**src/inc/ess_defs.svh**
```systemverilog
// constants for the sign and spare-byte command block
`ifndef ESS_DEFS_SVH
`define ESS_DEFS_SVH
`define ESS_OP_SIGN 8'h41
`define ESS_OP_SPARE 8'h20
`define ESS_ST_OK 8'h00
`define ESS_ST_PARSE 8'h03
`define ESS_ST_ECC 8'h05
`define ESS_ST_EXEC 8'h0F
`define ESS_OFF_USER 8'h54
`define ESS_OFF_SEL 8'h55
`define ESS_MSG_LEN 6'd55
`define ESS_SIG_LEN 7'd64
`define ESS_PK_VALID 4'h5
`define ESS_B_EXT 7
`define ESS_B_SN 6
`define ESS_B_DEC 1
`define ESS_B_SEL 0
`define ESS_SIGN_MBZ 8'h3E
`define ESS_SPARE_MBZ 8'hFC
`define ESS_ONE 8'h01
`define ESS_ZERO 8'h00
`define ESS_A_CMD 8'h00
`define ESS_A_STAT 8'h04
`define ESS_A_RSP 8'h08
`define ESS_B_EXT_OK 0
`define ESS_B_INT_OK 1
`define ESS_B_SECRET 7
`define ESS_B_PRIVATE 0
`endif

```
**src/inc/ess_pkg.sv**
```systemverilog
// command type shared by both ends of the command link, and the key info type that only the device end takes
package ess_pkg;
  typedef struct packed {
    logic [7:0] opcode;
    logic [7:0] mode;
    logic [15:0] param2;
  } ess_cmd_t;
  typedef struct packed {
    logic [15:0] slot_config;
    logic [15:0] key_config;
    logic [7:0] flags;
    logic slot_locked;
    logic pub_curve_ok;
    logic pub_info;
    logic [3:0] validity;
  } ess_key_info_t;
endpackage

```
**src/inc/ess_link_if.sv**
```systemverilog
// command link between host controller and coprocessor
`timescale 1ns/100ps
`default_nettype none
interface ess_link_if;
  import ess_pkg::*;
  logic cmd_valid;
  logic cmd_ready;
  ess_cmd_t cmd;
  logic rsp_valid;
  logic rsp_last;
  logic [7:0] rsp_byte;
  modport device (input cmd_valid, input cmd, output cmd_ready,
    output rsp_valid, output rsp_last, output rsp_byte);
  modport host (output cmd_valid, output cmd, input cmd_ready,
    input rsp_valid, input rsp_last, input rsp_byte);
endinterface
`default_nettype wire

```
**src/rtl/ess_device.sv**
```systemverilog
// coprocessor end: sign and spare-byte update command handling
// How it works
// sign opcode 0x41, mode, two-byte key index
// external digest needs read-key bit 0
// internal message needs read-key bit 1
// internal needs digest from keygen or digest_generate_command
// internal signing fails while data unlocked
// slot must be private and secret
// ephemeral failure returns single ECC fault byte
// success returns 64 bytes R then S
// mode bit 6 includes or zeroes serial bytes
// host keeps mode bits 5..1 zero
// 55-byte message in fixed byte order
// flags byte packs four flags and key
// lock byte is 01 if slot locked
// pubkey-valid byte one only when validated
// only last used key config is signed
// message hashed then sent to signer
// spare opcode 0x20, mode and value layout
// decrement: silent if no limit, error if exhausted
// user byte written only when currently zero
// select byte checked only in check mode
// only the two spare bytes change
// spare update answers one zero byte
// nonzero must-be-zero field gives parse error
`include "ess_defs.svh"
`timescale 1ns/100ps
`default_nettype none
module ess_device (
  input wire logic pclk,
  input wire logic presetn,
  ess_link_if.device link,
  input wire logic data_locked,
  input wire logic select_check_mode,
  input wire logic digest_valid,
  input wire logic digest_from_gen,
  input wire logic [255:0] working_digest,
  input wire logic [71:0] serial_number,
  input wire ess_pkg::ess_key_info_t key_info,
  input wire logic [15:0] slot_config_sel,
  input wire logic [15:0] key_config_sel,
  input wire logic limit_enabled,
  input wire logic limit_exhausted,
  output logic limit_dec,
  output logic [3:0] limit_slot,
  output logic [3:0] key_sel,
  output logic hash_start,
  output logic [439:0] hash_msg,
  input wire logic hash_done,
  input wire logic [255:0] hash_digest,
  output logic sign_start,
  output logic sign_external,
  output logic [255:0] sign_digest,
  input wire logic sign_done,
  input wire logic sign_fault,
  input wire logic [511:0] sign_rs,
  output logic [7:0] user_spare_config_byte,
  output logic [7:0] device_select_config_byte
);
  import ess_pkg::*;
  typedef enum {S_IDLE, S_CHECK, S_HASH, S_SIGN, S_RSP} ess_state_t;
  typedef struct packed {
    ess_state_t st;
    ess_cmd_t cmd;
    logic [511:0] rsp;
    logic [6:0] rsp_len;
    logic [6:0] rsp_idx;
    logic [7:0] user_b;
    logic [7:0] sel_b;
    logic [439:0] msg;
    logic [255:0] dig;
    logic ext;
    logic hstart;
    logic sstart;
    logic dec;
  } ess_dev_st_t;
  ess_dev_st_t q, d;

  function automatic logic [511:0] one_byte(input logic [7:0] b);
    one_byte = {b, 504'd0};
  endfunction

  function automatic logic [439:0] build_msg(input ess_cmd_t c,
      input logic [255:0] dg, input logic [71:0] sn,
      input ess_key_info_t ki);
    logic [7:0] s [0:8];
    logic [47:0] snz;
    logic [7:0] pkv;
    for (int i = 0; i < 9; i++) begin
      s[i] = sn[71-8*i -: 8];
    end
    // serial bytes 2..7 masked unless mode bit 6
    snz = c.mode[`ESS_B_SN] ? {s[4], s[5], s[6], s[7], s[2], s[3]} : '0;
    // validated supported-curve key only
    pkv = (ki.pub_curve_ok && ki.pub_info &&
      ki.validity == `ESS_PK_VALID) ? `ESS_ONE : `ESS_ZERO;
    // fixed order; flags; lock byte; last key
    build_msg = {dg, `ESS_OP_SIGN, c.mode, c.param2, ki.slot_config,
      ki.key_config, ki.flags, 16'h0000, s[8], snz[47:16], s[0], s[1],
      snz[15:0], ki.slot_locked ? `ESS_ONE : `ESS_ZERO, pkv, `ESS_ZERO};
  endfunction

  assign key_sel = q.cmd.param2[3:0];
  assign limit_slot = q.cmd.param2[3:0];
  assign limit_dec = q.dec;
  assign hash_start = q.hstart;
  assign hash_msg = q.msg;
  assign sign_start = q.sstart;
  assign sign_external = q.ext;
  assign sign_digest = q.dig;
  assign user_spare_config_byte = q.user_b;
  assign device_select_config_byte = q.sel_b;
  assign link.cmd_ready = (q.st == S_IDLE);
  assign link.rsp_valid = (q.st == S_RSP);
  assign link.rsp_byte = q.rsp[511:504];
  assign link.rsp_last = (q.st == S_RSP) && (q.rsp_idx == q.rsp_len - 7'd1);

  always_comb begin
    d = q;
    d.hstart = 1'b0;
    d.sstart = 1'b0;
    d.dec = 1'b0;
    unique case (q.st)
      S_IDLE: begin
        if (link.cmd_valid) begin
          d.cmd = link.cmd;
          d.st = S_CHECK;
        end
      end
      S_CHECK: begin
        d.rsp_len = 7'd1;
        d.rsp_idx = 7'd0;
        d.st = S_RSP;
        // sign opcode decode
        if (q.cmd.opcode == `ESS_OP_SIGN) begin
          d.ext = q.cmd.mode[`ESS_B_EXT];
          // reserved mode bits
          if ((q.cmd.mode & `ESS_SIGN_MBZ) != `ESS_ZERO)
            d.rsp = one_byte(`ESS_ST_PARSE);
          // private and secret slot
          else if (!key_config_sel[`ESS_B_PRIVATE] ||
              !slot_config_sel[`ESS_B_SECRET])
            d.rsp = one_byte(`ESS_ST_EXEC);
          // external permission
          else if (q.cmd.mode[`ESS_B_EXT]) begin
            if (!slot_config_sel[`ESS_B_EXT_OK])
              d.rsp = one_byte(`ESS_ST_EXEC);
            else begin
              d.dig = working_digest;
              d.sstart = 1'b1;
              d.st = S_SIGN;
            end
          end
          // internal permission and source
          else if (!slot_config_sel[`ESS_B_INT_OK] || !data_locked ||
              !digest_valid || !digest_from_gen)
            d.rsp = one_byte(`ESS_ST_EXEC);
          else begin
            // hash before signing
            d.msg = build_msg(q.cmd, working_digest, serial_number, key_info);
            d.hstart = 1'b1;
            d.st = S_HASH;
          end
        end else if (q.cmd.opcode == `ESS_OP_SPARE) begin
          // reserved mode bits and value high byte
          if ((q.cmd.mode & `ESS_SPARE_MBZ) != `ESS_ZERO ||
              q.cmd.param2[15:8] != `ESS_ZERO)
            d.rsp = one_byte(`ESS_ST_PARSE);
          // decrement limited-use counter
          else if (q.cmd.mode[`ESS_B_DEC]) begin
            if (!limit_enabled)
              d.rsp = one_byte(`ESS_ST_OK);
            else if (limit_exhausted)
              d.rsp = one_byte(`ESS_ST_EXEC);
            else begin
              d.dec = 1'b1;
              d.rsp = one_byte(`ESS_ST_OK);
            end
          end
          // select byte
          else if (q.cmd.mode[`ESS_B_SEL]) begin
            if (select_check_mode && q.sel_b == `ESS_ZERO)
              d.rsp = one_byte(`ESS_ST_EXEC);
            else begin
              d.sel_b = q.cmd.param2[7:0];
              d.rsp = one_byte(`ESS_ST_OK);
            end
          end
          // user byte written once
          else if (q.user_b != `ESS_ZERO)
            d.rsp = one_byte(`ESS_ST_EXEC);
          else begin
            d.user_b = q.cmd.param2[7:0];
            d.rsp = one_byte(`ESS_ST_OK);
          end
        end else
          d.rsp = one_byte(`ESS_ST_PARSE);
      end
      S_HASH: begin
        if (hash_done) begin
          d.dig = hash_digest;
          d.sstart = 1'b1;
          d.st = S_SIGN;
        end
      end
      S_SIGN: begin
        if (sign_done) begin
          d.rsp_idx = 7'd0;
          d.st = S_RSP;
          // single fault byte
          if (sign_fault) begin
            d.rsp = one_byte(`ESS_ST_ECC);
            d.rsp_len = 7'd1;
          end else begin
            // R then S
            d.rsp = sign_rs;
            d.rsp_len = `ESS_SIG_LEN;
          end
        end
      end
      S_RSP: begin
        d.rsp = {q.rsp[503:0], 8'h00};
        d.rsp_idx = q.rsp_idx + 7'd1;
        if (q.rsp_idx == q.rsp_len - 7'd1)
          d.st = S_IDLE;
      end
    endcase
  end

  always_ff @(posedge pclk or negedge presetn) begin
    if (!presetn)
      q <= '{st: S_IDLE, default: '0};
    else
      q <= d;
  end
endmodule
`default_nettype wire

```
**src/flat_wrapper.sv**
```systemverilog
// flat-port wrapper written by rule: the top's interface ports become plain ports
module ess_device_flat import ess_pkg::*;
  (pclk, presetn, data_locked, select_check_mode, digest_valid, digest_from_gen, working_digest, serial_number, key_info, slot_config_sel, key_config_sel, limit_enabled, limit_exhausted, limit_dec, limit_slot, key_sel, hash_start, hash_msg, hash_done, hash_digest, sign_start, sign_external, sign_digest, sign_done, sign_fault, sign_rs, user_spare_config_byte, device_select_config_byte, link_cmd_valid, link_cmd, link_cmd_ready, link_rsp_valid, link_rsp_last, link_rsp_byte);
  ess_link_if link_i ();
  input wire logic pclk;
  input wire logic presetn;
  input wire logic data_locked;
  input wire logic select_check_mode;
  input wire logic digest_valid;
  input wire logic digest_from_gen;
  input wire logic [255:0] working_digest;
  input wire logic [71:0] serial_number;
  input wire ess_pkg::ess_key_info_t key_info;
  input wire logic [15:0] slot_config_sel;
  input wire logic [15:0] key_config_sel;
  input wire logic limit_enabled;
  input wire logic limit_exhausted;
  output logic limit_dec;
  output logic [3:0] limit_slot;
  output logic [3:0] key_sel;
  output logic hash_start;
  output logic [439:0] hash_msg;
  input wire logic hash_done;
  input wire logic [255:0] hash_digest;
  output logic sign_start;
  output logic sign_external;
  output logic [255:0] sign_digest;
  input wire logic sign_done;
  input wire logic sign_fault;
  input wire logic [511:0] sign_rs;
  output logic [7:0] user_spare_config_byte;
  output logic [7:0] device_select_config_byte;
  input wire logic [$bits(link_i.cmd_valid)-1:0] link_cmd_valid;
  input wire logic [$bits(link_i.cmd)-1:0] link_cmd;
  output wire logic [$bits(link_i.cmd_ready)-1:0] link_cmd_ready;
  output wire logic [$bits(link_i.rsp_valid)-1:0] link_rsp_valid;
  output wire logic [$bits(link_i.rsp_last)-1:0] link_rsp_last;
  output wire logic [$bits(link_i.rsp_byte)-1:0] link_rsp_byte;
  assign link_i.cmd_valid = link_cmd_valid;
  assign link_i.cmd = link_cmd;
  assign link_cmd_ready = link_i.cmd_ready;
  assign link_rsp_valid = link_i.rsp_valid;
  assign link_rsp_last = link_i.rsp_last;
  assign link_rsp_byte = link_i.rsp_byte;
  ess_device u_core (.pclk(pclk), .presetn(presetn), .link(link_i), .data_locked(data_locked), .select_check_mode(select_check_mode), .digest_valid(digest_valid), .digest_from_gen(digest_from_gen), .working_digest(working_digest), .serial_number(serial_number), .key_info(key_info), .slot_config_sel(slot_config_sel), .key_config_sel(key_config_sel), .limit_enabled(limit_enabled), .limit_exhausted(limit_exhausted), .limit_dec(limit_dec), .limit_slot(limit_slot), .key_sel(key_sel), .hash_start(hash_start), .hash_msg(hash_msg), .hash_done(hash_done), .hash_digest(hash_digest), .sign_start(sign_start), .sign_external(sign_external), .sign_digest(sign_digest), .sign_done(sign_done), .sign_fault(sign_fault), .sign_rs(sign_rs), .user_spare_config_byte(user_spare_config_byte), .device_select_config_byte(device_select_config_byte));
endmodule
```
**config.mk**
```make
export PLATFORM = sky130hd
export DESIGN_NAME = ess_device_flat
export DESIGN_NICKNAME = d
export VERILOG_FILES = /design/src/inc/ess_pkg.sv /design/src/inc/ess_link_if.sv /design/src/rtl/ess_device.sv /design/src/flat_wrapper.sv
export VERILOG_INCLUDE_DIRS = /design/src /design/src/inc
export SDC_FILE = /design/constraint.sdc
export NUM_CORES = 2
export LEC_CHECK = 0
export BUFFER_PORTS_ARGS = -buffer_cell sky130_fd_sc_hd__buf_2
export CELL_PAD_IN_SITES_DETAIL_PLACEMENT = 1
export CELL_PAD_IN_SITES_GLOBAL_PLACEMENT = 2
export CORE_AREA = 2 2 757 759
export CTS_BUF_LIST = sky130_fd_sc_hd__clkbuf_2
export CTS_CLUSTER_SIZE = 12
export DETAILED_ROUTE_END_ITERATION = 12
export DIE_AREA = 0 0 759 761
export PLACE_DENSITY = 0.36
export RECOVER_POWER = 25
export SLEW_MARGIN = 10
export SYNTH_ARGS = -nofsm -noshare
export SYNTH_HDL_FRONTEND = slang
export SYNTH_SLANG_ARGS = --single-unit
export TNS_END_PERCENT = 50
```
**constraint.sdc**
```tcl
create_clock -name pclk -period 7.7 [get_ports pclk]
set_input_delay 1.925 -clock pclk [delete_from_list [all_inputs] [get_ports pclk]]
set_output_delay 1.925 -clock pclk [all_outputs]
set_load 0.01 [all_outputs]
```
==> impl_metrics.tcl <==
set metrics [dict create \
    use_met3_pct 5.252 \
    grt_pass1_vias 59420 \
    hold_buffers 1223 \
    busiest_layer "met2" \
    worstHoldStart "u_core.q[1250]" \
    routed_via_density 3.341 \
    worstPathMaxFanout 77 \
    cts_tree "done" \
    dpl.hpwl_um 327400 \
    period_share_pct 81.52 \
    timing_hold_violations_final 0 \
    drtAntennaViolNets 0 \
    worstPathArrival_ns 7.82 \
    cp_slowest_stage_delay_ns 2.57 \
    wirelength_um 415600 \
    first_pass_iters 5 \
    drtIter0Drc 2313 \
    crit_path_top_delay_cell "clkbuf_2" \
    syn_to_final_growth_pct 47.32 \
    gr-total-overflow 0 \
    wire_per_inst_um 25.51 \
    post_cts.repair.setup_buffers 0 \
    crit_required_ns 9.25 \
    clkTransAtPathRegs_ns 0.09 \
    worst-r2r-setup-slack_ns 3.35 \
    rsz0062_at_grt "false" \
    drc_errors 0 \
    endpoint "u_core.hash_msg[169]" \
    dieArea_um2 577600 \
    use_met2_pct 23.91 \
    crit_path_start_kind "primary input" \
    die_y_um 761 \
    endpoint_kind "asynchronous set/reset pin" \
    p_leak_nw 45.25 \
    peakVddDrop_uv 368.5 \
    nets 9510 \
    slew_headroom_pct -159.8 \
    setup_viol 0 \
    core_um2 570400 \
    drive_gt1_share_pct 36.63 \
    rr_worst_depth 10 \
    fp-row-count 278 \
    ys_seq_elements 1226 \
    grt_use_met1_pct 15.97 \
    antenna_found_initial 366 \
    floorplan.die.width_um 759 \
    vias 54440 \
    whs_path_depth 2 \
    violations "capacitance limit, slew limit" \
    clockBufferDepth 4 \
    clock.fmax_mhz 159.3 \
    cts_made_buffers 412 \
    gp_congestion 0.9235 \
    yosysWarningCount 0 \
    min_path_type "reg2reg" \
    clkSinkCount 1226 \
    ioPinCount 1954 \
    path_cells "dlygate4sd3_1 > dlygate4sd3_1 > clkbuf_2 > clkbuf_2" \
    tightest_slew_ns 3.898 \
    grt_max_degree 150 \
    critPathLaunch "presetn" \
    port_buffers 1880 \
    r2r_end "u_core.q[776]" \
    synth_area_per_cell_um2 10.55 \
    criticalPathCategory "in2async" \
    grt_pass1_wl_um 554700 \
    synth-seq-area-share_pct 50.35 \
    maxCapViolations 7 \
    clk_latency_ns 2.08 \
    period_minus_slack_ns 6.277 \
    synth-main-ff-cell "dfrtp_1" \
    synth_cells 5774 \
    cts_root_buf "clkbuf_2" \
    r2r-start "u_core.q[1274]" \
    power_density_nw_per_um2 188.8 \
    synth_cell_types 50 \
    drv_slew 377 \
    async_flop_share_pct 100.0 \
    start_util_pct 10.68 \
    cts.htree.levels 5 \
    fin_worst_skew_ns 0.2533 \
    cts_resized 0 \
    syn_area_um2 60930 \
    synth_edf_count 0 \
    holdWs_ns 0.4296 \
    tns_ns 0 \
    status "finished, violations left" \
    grt.total_usage_pct 13.87 \
]
## worst max-delay path: cells and delay by family
kind                   cells  cell delay (ns)
buffers and inverters      4             5.54
## worst min path at each step
stage / end
6_report: u_core.hash_msg[160]
5_1_grt: u_core.q[823]
4_1_cts: u_core.q[1029]
3_5_place_dp: u_core.hash_msg[401]
3_3_place_gp: u_core.hash_msg[286]
2_1_floorplan: u_core.hash_msg[112]
## per-stage QoR
| step | total power (W) | utilization [%] | cell area (um^2) | std cells | worst slack, ns |
|---|---|---|---|---|---|
| global route | 0.01809 | 15.71 | 89600 | 16230 | 1.029 |
| detailed placement | 0.01063 | 12.91 | 73620 | 14210 | 2.546 |
| global placement | 0.01061 | 12.91 | 73620 | 14210 | 2.574 |
| CTS | 0.01766 | 15.69 | 89480 | 16150 | 1.484 |
| finish | 0.01694 | 15.73 | 89760 | 16290 | 1.423 |
| floorplan | 0.009434 | - | 61090 | 5818 | 4.017 |
## cell usage after synthesis (all sizes together), types with 5 or more instances
master / instances / area [um^2]
mux2: 539 / 7804
nor2: 17 / 63.81
nor4: 8 / 56.30
a21o: 8 / 60.06
nand2: 1402 / 5263
dfrtp: 1226 / 30680
a21oi: 266 / 1331
nand3: 55 / 275.3
xor2: 5 / 43.79
and2: 7 / 43.79
mux2i: 9 / 90.09
and3: 259 / 1620
inv: 14 / 52.55
nor4b: 5 / 43.79
a22o: 493 / 4318
clkbuf: 304 / 1141
buf: 833 / 6312
o21ai: 270 / 1351
nor3: 10 / 55.05
## layout make-up
| cell class | count | area [um^2] |
|---|---|---|
| clock buffer | 610 | 3053 |
| antenna | 147 | 367.9 |
| inverter | 14 | 60.06 |
| timing repair buffer | 3195 | 22620 |
| tap | 7560 | 9459 |
| fill | 67030 | 480700 |
| multi-input combinational | 3441 | 22960 |
| sequential | 1226 | 30680 |
| clock inverter | 99 | 560.5 |
## layer usage
layer	routed length (um)	share of wire, %	up-vias
met5	1253	0.30	-
met4	14320	3.4	200
met3	34430	8.3	885
met2	200100	48	2148
met1	165500	40	26830
li1	-	-	24370
## power by group
part / switching, W / internal [W]
Clock: 0.00370 / 0.00221
Sequential: 0.000152 / 0.00655
Combinational: 0.00262 / 0.00171
Total: 0.00647 / 0.0105
## flip-flops by register name, summed over array words and instances, names as in the netlist
register	flops
u_core.hash_msg	394
u_core.sign_start	1
u_core.q	544
u_core.hash_start	1
u_core.user_spare_config_byte	8
u_core.key_sel	4
u_core.sign_digest	256
u_core.link.rsp_byte	8
u_core.sign_external	1
u_core.device_select_config_byte	8
u_core.limit_dec	1
## cells by family (layout without fill, tap and decap cells)
kind of cell,count (synthesis),after routing,share of synthesized area (%)
AND/OR/NAND/NOR,1785,1785,12.43
flip-flops,1226,1226,50.35
buffers and inverters,1151,3918,12.32
AO/OA/AOI/OAI,1056,1056,11.82
multiplexers,548,548,12.96
XOR/XNOR,6,6,0.08625
adder cells (fa/ha/maj),1,1,0.02053
other,1,192,0.006155
## layout by cell type, fill, tap and decap left out, drive strengths merged, types with 10 or more instances in the layout
| master | instances |
|---|---|
| buf | 1957 |
| nand2 | 1402 |
| dfrtp | 1226 |
| dlygate4sd3 | 1223 |
| clkbuf | 625 |
| mux2 | 539 |
| a22o | 493 |
| o21ai | 270 |
| a21oi | 266 |
| and3 | 259 |
| diode | 147 |
| clkinv | 81 |
| nand3 | 55 |
| conb | 45 |
| inv | 25 |
| nor2 | 17 |
| nor3 | 10 |
Note: power is estimated with default switching activity, not from simulation.
